**config.mk**
```make
export PLATFORM = sky130hd
export DESIGN_NAME = ccspll_clock_ctrl
export DESIGN_NICKNAME = d
export VERILOG_FILES = /design/src/core/ccspll_pkg.sv /design/src/core/ccspll_tick_div.sv /design/src/core/ccspll_clock_ctrl.sv
export SDC_FILE = /design/constraint.sdc
export NUM_CORES = 1
export LEC_CHECK = 0
export BUFFER_PORTS_ARGS = -buffer_cell sky130_fd_sc_hd__buf_4
export CAP_MARGIN = 20
export CORE_MARGIN = 5
export CORE_UTILIZATION = 29
export DETAILED_ROUTE_END_ITERATION = 7
export SKIP_CTS_REPAIR_TIMING = 1
export SLEW_MARGIN = 20
export SYNTH_ARGS = -nofsm -noshare
export SYNTH_HDL_FRONTEND = slang
export SYNTH_SLANG_ARGS = --single-unit
```
**constraint.sdc**
```tcl
create_clock -name clk_sys -period 2.1 [get_ports clk_sys]
set_input_delay 0.42 -clock clk_sys [delete_from_list [all_inputs] [get_ports clk_sys]]
set_output_delay 0.42 -clock clk_sys [all_outputs]
set_load 0.01 [all_outputs]
```
**src/core/ccspll_pkg.sv**
```systemverilog
// Shared constants and carriers of the clock source and PLL start-up control.
// Assumes one 25 MHz system clock; fuse levels arrive as raw bit values.
package ccspll_pkg;

   // ************************************************************
   // register map and field layout
   // ************************************************************
   localparam logic [3:0] REG_PLL_CSR = 4'h0;
   localparam logic [3:0] REG_CLK_STAT = 4'h1;
   localparam int unsigned CSR_LOCK_BIT = 0;
   localparam int unsigned CSR_EN_BIT = 1;
   localparam int unsigned CSR_HALF_BIT = 2;
   localparam int unsigned CSR_TMR_BIT = 3;
   localparam int unsigned STAT_RUN_BIT = 7;
   localparam logic [7:0] CSR_RST = 8'h00;

   // ************************************************************
   // fuse encodings (1 = unprogrammed, 0 = programmed)
   // ************************************************************
   localparam logic [3:0] CLOCK_SELECT_FUSES_EXT = 4'h0;
   localparam logic [3:0] CLOCK_SELECT_FUSES_PLL = 4'h1;
   localparam logic [3:0] CLOCK_SELECT_FUSES_RC = 4'h2;
   localparam logic [3:0] CLOCK_SELECT_FUSES_WDT = 4'h3;
   localparam logic [1:0] CLOCK_SELECT_FUSES_LFX_TOP = 2'h1;
   localparam logic [1:0] SUT_NONE = 2'h0;
   localparam logic [1:0] SUT_4MS = 2'h1;
   localparam logic [1:0] SUT_64MS = 2'h2;
   localparam logic [1:0] SUT_DEFAULT = 2'h2;
   localparam logic DIV8_PROGRAMMED = 1'b0;

   // ************************************************************
   // clock figures
   // ************************************************************
   localparam int unsigned CLK_SYS_KHZ = 25000;
   localparam int unsigned WDT_OSC_KHZ = 128;
   localparam int unsigned WDT_DIV = CLK_SYS_KHZ / WDT_OSC_KHZ;
   localparam int unsigned RC_MHZ = 8;
   localparam int unsigned PLL_MULT = 8;
   localparam logic [6:0] PCK_FULL_MHZ = 7'(RC_MHZ * PLL_MULT);
   localparam logic [2:0] SYS_PLL_DIV = 3'h4;
   localparam logic [2:0] SYS_NO_DIV = 3'h1;
   localparam int unsigned PLL_LOCK_US = 100;
   localparam logic [11:0] PLL_LOCK_CYC = 12'((PLL_LOCK_US * CLK_SYS_KHZ + 999) / 1000);

   // ************************************************************
   // start-up counts
   // ************************************************************
   localparam logic [14:0] CK_WAKE = 15'h0006;
   localparam logic [14:0] CK_RESET = 15'h000E;
   localparam logic [14:0] CK_1K = 15'h0400;
   localparam logic [14:0] CK_16K = 15'h4000;
   localparam logic [13:0] WDT_4MS = 14'h0200;
   localparam logic [13:0] WDT_64MS = 14'h2000;

   // ************************************************************
   // types
   // ************************************************************
   typedef enum logic [2:0] {
      SLP_IDLE = 3'h0,
      SLP_ADCNR = 3'h1,
      SLP_PDOWN = 3'h2,
      SLP_PSAVE = 3'h3,
      SLP_STBY = 3'h4
   } ccspll_slp_t;

   typedef enum logic [4:0] {
      ST_LATCH = 5'h01,
      ST_WDT = 5'h02,
      ST_CK = 5'h04,
      ST_RUN = 5'h08,
      ST_SLEEP = 5'h10
   } ccspll_state_t;

   typedef struct packed {
      logic [3:0] clock_select_fuses;
      logic [1:0] startup_time_fuses;
      logic divide_by_eight_fuse;
   } ccspll_fuse_t;

   typedef struct packed {
      logic cpu_en;
      logic io_en;
      logic flash_en;
      logic adc_en;
      logic rc_run;
      logic pll_run;
      logic pll_lock_flag;
   } ccspll_gate_t;

   typedef struct packed {
      logic [3:0] sys_src;
      logic [2:0] sys_div;
      logic div8_init;
      logic pll_half_rate_select;
      logic [6:0] pck_mhz;
      logic tmr_fast_sel;
   } ccspll_cfg_t;

   typedef struct packed {
      logic port_b_line_four_clk;
      logic port_b_line_five_xtal;
   } ccspll_pin_t;

   localparam ccspll_fuse_t FUSE_DEFAULT = '{CLOCK_SELECT_FUSES_RC, SUT_DEFAULT, DIV8_PROGRAMMED};
   localparam ccspll_gate_t GATE_RST = 7'h08;

endpackage

```
**src/core/ccspll_tick_div.sv**
```systemverilog
// Enable-pulse divider: one-cycle tick every DIV cycles of clk_sys.
// Assumes the enable is synchronous to clk_sys.
`timescale 1ns/100ps
module ccspll_tick_div #(
   parameter int unsigned DIV = 2
) (
   input wire logic clk_sys,
   input wire logic arst_n,
   input wire logic en,
   output logic tick
);
   import ccspll_pkg::*;

   localparam int unsigned CW = (DIV > 1) ? $clog2(DIV) : 1;
   localparam logic [CW-1:0] LAST = CW'(DIV - 1);

   typedef struct packed {
      logic [CW-1:0] cnt;
      logic tick;
   } ccspll_div_st_t;

   ccspll_div_st_t s_q;
   ccspll_div_st_t s_d;

   // ************************************************************
   // count and wrap
   // ************************************************************
   // tick held in the state so the output comes from a flop
   always_comb begin
      s_d = s_q;
      s_d.tick = 1'b0;
      if (en) begin
         if (s_q.cnt == LAST) begin
            s_d.cnt = '0;
            s_d.tick = 1'b1;
         end else begin
            s_d.cnt = s_q.cnt + 1'b1;
         end
      end
   end

   always_ff @(posedge clk_sys or negedge arst_n) begin
      if (!arst_n) begin
         s_q <= '0;
      end else begin
         s_q <= s_d;
      end
   end

   assign tick = s_q.tick;

endmodule // ccspll_tick_div

```
**src/core/ccspll_clock_ctrl.sv**
```systemverilog
// Clock source selection, PLL enable/lock and start-up timing controller.
// Assumes fuses, sleep requests, wake events and the selected-clock tick are
// synchronous to clk_sys; the oscillators and PLL themselves are analog.
//
// The register offsets and the strobed register port are this design's own decisions.
`timescale 1ns/100ps
module ccspll_clock_ctrl #(
   parameter logic [13:0] WDT_LONG_CNT = ccspll_pkg::WDT_64MS,
   parameter logic [14:0] CK_LONG_CNT = ccspll_pkg::CK_16K
) (
   input wire logic clk_sys,
   input wire logic arst_n,
   input ccspll_pkg::ccspll_fuse_t fuse_in,
   input wire logic fuse_blank,
   input wire logic sel_clk_tick,
   input wire logic sleep_req,
   input ccspll_pkg::ccspll_slp_t sleep_mode,
   input wire logic wake_evt,
   input wire logic [3:0] reg_addr,
   input wire logic [7:0] reg_wdata,
   input wire logic reg_wr,
   input wire logic reg_rd,
   output logic [7:0] reg_rdata,
   output ccspll_pkg::ccspll_gate_t gate_out,
   output ccspll_pkg::ccspll_cfg_t cfg_out,
   output ccspll_pkg::ccspll_pin_t pin_out,
   output logic exec_en
);
   import ccspll_pkg::*;

   // ************************************************************
   // state
   // ************************************************************
   typedef struct packed {
      ccspll_state_t st;
      ccspll_fuse_t fz;
      ccspll_slp_t slp;
      logic pll_sw_enable;
      logic half;
      logic tmr_fast;
      logic [11:0] lock_cnt;
      logic [13:0] wdt_cnt;
      logic [13:0] wdt_tgt;
      logic [14:0] ck_cnt;
      logic [14:0] ck_tgt;
      logic [7:0] rdata;
      logic exec;
      ccspll_gate_t gate;
      ccspll_cfg_t cfg;
      ccspll_pin_t pins;
   } ccspll_main_st_t;

   ccspll_main_st_t s_q;
   ccspll_main_st_t s_d;

   logic wdt_tick;
   logic [28:0] tgt;
   logic deep_stop;
   logic pll_en;
   logic pll_sys;
   logic xtal_sel;

   // ************************************************************
   // watchdog oscillator time base
   // ************************************************************
   // the real-time part of start-up is timed from a 128 kHz tick
   ccspll_tick_div #(
      .DIV(WDT_DIV)
   ) u_wdt_div (
      .clk_sys(clk_sys),
      .arst_n(arst_n),
      .en(1'b1),
      .tick(wdt_tick)
   );

   // ************************************************************
   // start-up targets
   // ************************************************************
   // returns {watchdog cycles, selected-clock cycles} for the latched fuses
   function automatic logic [28:0] start_tgt(input ccspll_fuse_t f,
                                              input logic from_rst);
      logic [13:0] w;
      logic [14:0] c;
      w = '0;
      c = '0;
      if (f.clock_select_fuses == CLOCK_SELECT_FUSES_PLL) begin
         // PLL source: clocks and real time both on wake and reset
         c = CK_RESET + (f.startup_time_fuses[0] ? CK_LONG_CNT : CK_1K);
         w = f.startup_time_fuses[1] ? WDT_LONG_CNT : WDT_4MS;
         if (from_rst) begin
            w = w + WDT_4MS;
         end
      end else if (from_rst) begin
         c = CK_RESET;
         case (f.startup_time_fuses)
            SUT_NONE: w = '0;
            SUT_4MS: w = WDT_4MS;
            SUT_64MS: w = WDT_LONG_CNT;
            default: w = WDT_LONG_CNT; // reserved code runs the safest delay
         endcase
      end else begin
         c = CK_WAKE;
      end
      return {w, c};
   endfunction

   // ************************************************************
   // combinational helpers
   // ************************************************************
   // targets follow the fuses already held, or the incoming ones at latch
   always_comb begin
      if (s_q.st == ST_LATCH) begin
         tgt = start_tgt(fuse_blank ? FUSE_DEFAULT : fuse_in, 1'b1);
      end else begin
         tgt = start_tgt(s_q.fz, 1'b0);
      end
   end

   // raw fuse values compare directly: zero bits are programmed ones
   // at latch the incoming fuses decide, so a write in that cycle cannot slip through
   assign pll_sys = (s_q.st == ST_LATCH) ?
                    (!fuse_blank && fuse_in.clock_select_fuses == CLOCK_SELECT_FUSES_PLL) :
                    (s_q.fz.clock_select_fuses == CLOCK_SELECT_FUSES_PLL);
   assign xtal_sel = s_q.fz.clock_select_fuses[3] ||
                     (s_q.fz.clock_select_fuses[3:2] == CLOCK_SELECT_FUSES_LFX_TOP);

   // ************************************************************
   // next state
   // ************************************************************
   always_comb begin
      s_d = s_q;
      s_d.rdata = 8'h00;

      // start-up and sleep sequence
      case (s_q.st)
         ST_LATCH: begin
            // fuses are frozen here until the next reset
            s_d.fz = fuse_blank ? FUSE_DEFAULT : fuse_in;
            s_d.wdt_tgt = tgt[28:15];
            s_d.ck_tgt = tgt[14:0];
            s_d.wdt_cnt = '0;
            s_d.ck_cnt = '0;
            s_d.st = ST_WDT;
         end
         ST_WDT: begin
            // real-time part, timed by the watchdog oscillator
            if (s_q.wdt_cnt == s_q.wdt_tgt) begin
               s_d.st = ST_CK;
            end else if (wdt_tick) begin
               s_d.wdt_cnt = s_q.wdt_cnt + 14'h0001;
            end
         end
         ST_CK: begin
            // oscillator settling, counted on the selected clock
            if (s_q.ck_cnt == s_q.ck_tgt) begin
               s_d.st = ST_RUN;
            end else if (sel_clk_tick) begin
               s_d.ck_cnt = s_q.ck_cnt + 15'h0001;
            end
         end
         ST_RUN: begin
            if (sleep_req) begin
               s_d.slp = sleep_mode;
               s_d.st = ST_SLEEP;
            end
         end
         ST_SLEEP: begin
            if (wake_evt) begin
               // stopped oscillators need a start-up count before execution
               if (s_q.slp == SLP_PDOWN || s_q.slp == SLP_PSAVE ||
                   s_q.slp == SLP_STBY) begin
                  s_d.wdt_tgt = tgt[28:15];
                  s_d.ck_tgt = tgt[14:0];
                  s_d.wdt_cnt = '0;
                  s_d.ck_cnt = '0;
                  s_d.st = ST_WDT;
               end else begin
                  s_d.st = ST_RUN;
               end
            end
         end
         default: begin
            s_d.st = ST_LATCH;
         end
      endcase

      // register writes
      if (reg_wr && reg_addr == REG_PLL_CSR) begin
         s_d.pll_sw_enable = reg_wdata[CSR_EN_BIT];
         s_d.tmr_fast = reg_wdata[CSR_TMR_BIT];
         // a set attempt is dropped while the PLL clocks the system
         if (pll_sys) begin
            s_d.half = s_q.half & reg_wdata[CSR_HALF_BIT];
         end else begin
            s_d.half = reg_wdata[CSR_HALF_BIT];
         end
      end

      // register reads, data valid in the following cycle only
      if (reg_rd) begin
         case (reg_addr)
            REG_PLL_CSR: begin
               s_d.rdata[CSR_LOCK_BIT] = s_q.gate.pll_lock_flag;
               s_d.rdata[CSR_EN_BIT] = s_q.pll_sw_enable;
               s_d.rdata[CSR_HALF_BIT] = s_q.half;
               s_d.rdata[CSR_TMR_BIT] = s_q.tmr_fast;
            end
            REG_CLK_STAT: begin
               s_d.rdata = {s_q.exec, s_q.fz};
            end
            default: begin
               s_d.rdata = 8'h00;
            end
         endcase
      end

      // execution permitted only once start-up has finished
      s_d.exec = (s_d.st == ST_RUN);

      // oscillator and PLL power
      deep_stop = (s_d.st == ST_SLEEP) &&
                  (s_d.slp == SLP_PDOWN || s_d.slp == SLP_STBY);
      s_d.gate.rc_run = !deep_stop;
      pll_en = (s_d.pll_sw_enable ||
                s_d.fz.clock_select_fuses == CLOCK_SELECT_FUSES_PLL) && !deep_stop;
      s_d.gate.pll_run = pll_en;

      // lock: restarts whenever the PLL stops or its source rate changes
      if (!pll_en || (s_d.half != s_q.half)) begin
         s_d.lock_cnt = '0;
      end else if (s_q.lock_cnt != PLL_LOCK_CYC) begin
         s_d.lock_cnt = s_q.lock_cnt + 12'h001;
      end
      s_d.gate.pll_lock_flag = pll_en && (s_d.lock_cnt == PLL_LOCK_CYC);

      // clock domain gates
      s_d.gate.cpu_en = s_d.exec;
      s_d.gate.flash_en = s_d.exec;
      s_d.gate.io_en = s_d.exec ||
                       (s_d.st == ST_SLEEP && s_d.slp == SLP_IDLE);
      // converter keeps its own clock through the noise-reduction mode
      s_d.gate.adc_en = s_d.exec ||
                        (s_d.st == ST_SLEEP &&
                         (s_d.slp == SLP_IDLE || s_d.slp == SLP_ADCNR));

      // source and rate report
      s_d.cfg.sys_src = s_d.fz.clock_select_fuses;
      s_d.cfg.sys_div = (s_d.fz.clock_select_fuses == CLOCK_SELECT_FUSES_PLL) ?
                        SYS_PLL_DIV : SYS_NO_DIV;
      s_d.cfg.div8_init = (s_d.fz.divide_by_eight_fuse == DIV8_PROGRAMMED);
      s_d.cfg.pll_half_rate_select = s_d.half;
      if (!pll_en) begin
         s_d.cfg.pck_mhz = 7'h00;
      end else if (s_d.half) begin
         s_d.cfg.pck_mhz = PCK_FULL_MHZ >> 1;
      end else begin
         s_d.cfg.pck_mhz = PCK_FULL_MHZ;
      end
      s_d.cfg.tmr_fast_sel = s_d.tmr_fast && pll_en;

      // pin function takeover
      s_d.pins.port_b_line_four_clk =
         (s_d.fz.clock_select_fuses == CLOCK_SELECT_FUSES_EXT) ||
         s_d.fz.clock_select_fuses[3] ||
         (s_d.fz.clock_select_fuses[3:2] == CLOCK_SELECT_FUSES_LFX_TOP);
      s_d.pins.port_b_line_five_xtal =
         s_d.fz.clock_select_fuses[3] ||
         (s_d.fz.clock_select_fuses[3:2] == CLOCK_SELECT_FUSES_LFX_TOP);
   end

   // ************************************************************
   // registers
   // ************************************************************
   // reset holds everything quiet except the converter clock enable adc_en
   always_ff @(posedge clk_sys or negedge arst_n) begin
      if (!arst_n) begin
         s_q <= '0;
         s_q.st <= ST_LATCH;
         s_q.fz <= FUSE_DEFAULT;
         s_q.slp <= SLP_IDLE;
         s_q.pll_sw_enable <= CSR_RST[CSR_EN_BIT];
         s_q.half <= CSR_RST[CSR_HALF_BIT];
         s_q.tmr_fast <= CSR_RST[CSR_TMR_BIT];
         s_q.gate <= GATE_RST;
      end else begin
         s_q <= s_d;
      end
   end

   // ************************************************************
   // outputs, all straight from flops
   // ************************************************************
   assign reg_rdata = s_q.rdata;
   assign gate_out = s_q.gate;
   assign cfg_out = s_q.cfg;
   assign pin_out = s_q.pins;
   assign exec_en = s_q.exec;

   // xtal_sel kept for status decode symmetry
   logic unused_xtal;
   assign unused_xtal = xtal_sel;

endmodule // ccspll_clock_ctrl

```
==> flow_summary.yaml <==
timing:
  fmax_mhz: 466
  fin_skew_ps: 11.8
  fin_crit_ps: 2150
  setup_viol: 8
  slew_viol_final: 0
  finalHoldViolCount: 0
  finalCritPeriodShare_pct: 102
  slew_headroom_pct: 54.9
  rsz0062_at_grt: "true"
  fin_ws_ps: -45.6
  worstMarginPinSlew_ps: 674
  hold-worst-slack_ps: 18.1
synthesis:
  synth_area_leader_cell: "dfrtp_1"
  synth_area_um2: 5180
  avgSynthCellArea_um2: 9.74
  ys_ff_latch: 98
  synth-edff-count: 0
  synth.area.top_cells: "dfrtp_1 45%, buf_4 4.9%, nor2_1 3.6%, xnor2_1 3.5%, a21oi_1 3.3%"
  ys_async_sr_fraction_pct: 100
  synthCells: 532
  ys_seq_area_share_pct: 47.4
  synth_cell_type_count: 62
  synth_top_flop_cell: "dfrtp_1"
  synth_top_area_share_pct: 45.4
  yosysWarnings: 0
placed_design:
  placed_area_um2: 5960
  dp_slack_ps: -117
  port_buffers: 53
  hpwl_um: 9230
  placed_cells: 817
  gp_congestion: 0.814
worst_setup_path:
  r2r_setup_slack_ps: -50
  worstRegToRegCells: 7
  worstReg2RegEnd: "s_q[84]"
  worstSetupPathDepth: 7
  critPathKind: "reg2reg"
  cp_slowest_cell: "or3_4"
  end_kind: "flip-flop"
  crit_required_ps: 2380
  critPathMaxStageDelay_ps: 430
  critical-path-top-delay-family: "simple AND/OR/NAND/NOR gates"
  path_cells: "or3_4 > o22ai_4 > buf_6 > o221ai_2 > buf_6 > or4_4 > a21oi_2"
  worstPathBufferInverterCount: 2
  r2r-start: "s_q[121]"
  cp_common_cell: "buf_6"
  critPathMaxFanout: 8
  start_kind: "flip-flop"
  arrival_ps: 2430
global_route:
  grt_max_degree: 35
  grt_pass1_wl_um: 20000
  grt_pass1_vias: 4175
  grt_remaining_overflow: 0
  track_usage_pct: 11.9
  grt_antenna_before_repair: 0
power:
  peakVddDrop_mv: 0.644
  power_density_nw_per_um2: 974
  p_leak_uw: 0.00285
  total_power_uw: 6440
clock_network:
  cts_tree: "done"
  cts_buffer_depth: 2
  path_clk_slew_ps: 70
  clk_latency_ps: 360
  cts.sinks: 98
  htreeDepth: 3
  cts_made_buffers: 9
  cts_root_buffer: "clkbuf_16"
run_status:
  violations: "negative setup slack"
  outcome: "finished with violations"
cells_and_area:
  fin_area_um2: 6620
  nNetsFinal: 652
  antenna_cells: 0
  area_delta_synth_final_pct: 27.6
  stdcell_count: 845
  layout-drive-gt1-share_pct: 32.9
worst_hold_path:
  hold_path.class: "in2async"
detailed_routing:
  vias_per_cell: 5.08
  antenna_left: 0
  vias: 4293
  wl_um: 13000
  drc_errors: 0
  firstDrtPassIters: 4
  detail_route.wl_per_cell_um: 15.4
  first_iter_violations: 254
die:
  num_io_pins: 65
  dieHeight_um: 144
  core_um2: 17400
  rows: 48
  dieArea_um2: 20600
  initial_core_util_pct: 29.8
  die-width_um: 144
job:
  cap_viol_max_count: 0
==> cells by family after synthesis <==
| logic type | after synthesis | synth area share, % |
|---|---|---|
| simple gates | 217 | 23.1 |
| flops | 98 | 47.4 |
| xor+xnor | 25 | 4.22 |
| mux | 12 | 2.44 |
| other cells | 1 | 0.0723 |
| buf+inv | 67 | 7.65 |
| compound gates | 105 | 13.4 |
| fa+ha+maj | 7 | 1.69 |
==> metal layers <==
metal	global-route usage, %	up-vias	part of all wire, %
met1	15.8	2144	46
met4	4.76	0	1.8
met3	1.93	16	4.1
met5	0	-	0
li1	-	2053	-
met2	19.4	80	48
==> stage by stage <==
step	utilization [%]	TNS [ps]
after floorplan	-	-8.00
after global placement	34.2	-479
after detailed placement	34.2	-1290
after CTS	35.9	-1770
after global routing	38.0	-1410
final	38.0	-200
==> cell type report <==
type | instances | area (um^2)
Inverter | 17 | 63.8
Multi-Input combinational cell | 373 | 2580
Sequential cell | 98 | 2460
Clock inverter | 7 | 71.3
Timing Repair Buffer | 116 | 932
Tap cell | 225 | 282
Clock buffer | 9 | 225
Fill cell | 1724 | 10800
==> synthesized netlist by cell type, types with 4 or more instances <==
cell type and n:
inv_1 17, mux2_2 5, a21o_1 4, nor3_1 14, buf_4 34, or4_1 20
nand4_1 8, and3_1 13, dfrtp_1 94, nand3_1 20, nand2b_1 6, o21a_1 5
nor2_1 50, clkbuf_1 12, o31ai_1 20, xor2_1 4, nor2b_1 7, ha_1 7
nor4b_1 4, o211ai_1 4, mux2i_1 7, nor4_1 5, a21oi_1 34, or3_1 10
o21ai_0 17, xnor2_1 21, dfstp_2 4, nand2_1 37
==> flip-flops by register name, indices dropped and copies added, names as in the netlist <==
signal          flops
s_q                62
u_wdt_div.s_q       8
reg_rdata           8
gate_out            6
u_wdt_div.tick      1
cfg_out            11
pin_out             2
==> placed cells by master, fill, tap and decap left out, drive strengths merged, types with 7 or more instances in the layout <==
cell type and n:
inv 20, mux2i 7, a21oi 35, nor2b 7, or3 11, buf 115, nor2 50, o21ai 18
o31ai 20, nand2 37, ha 7, and3 13, dfrtp 94, clkbuf 10, nor3 16, nand4 8
nand3 20, or4 20, xnor2 21
==> worst max-delay path by stage <==
stage / from / to / slack [ps]
global route: s_q[121] / s_q[84] / -110
CTS: s_q[122] / s_q[58] / -130
floorplan: s_q[121] / s_q[86] / -8
global placement: s_q[122] / s_q[92] / -40
finish: s_q[121] / s_q[84] / -50
detailed placement: s_q[122] / s_q[58] / -120
==> power by group <==
group / total [uW] / internal (uW) / leakage [uW] / switching [uW]
sequential: 2340 / 2160 / 0.00128 / 180
combinational: 2470 / 1140 / 0.00143 / 1330
clock: 1630 / 837 / 0.000139 / 796
Power figures use the tool's default switching activity.
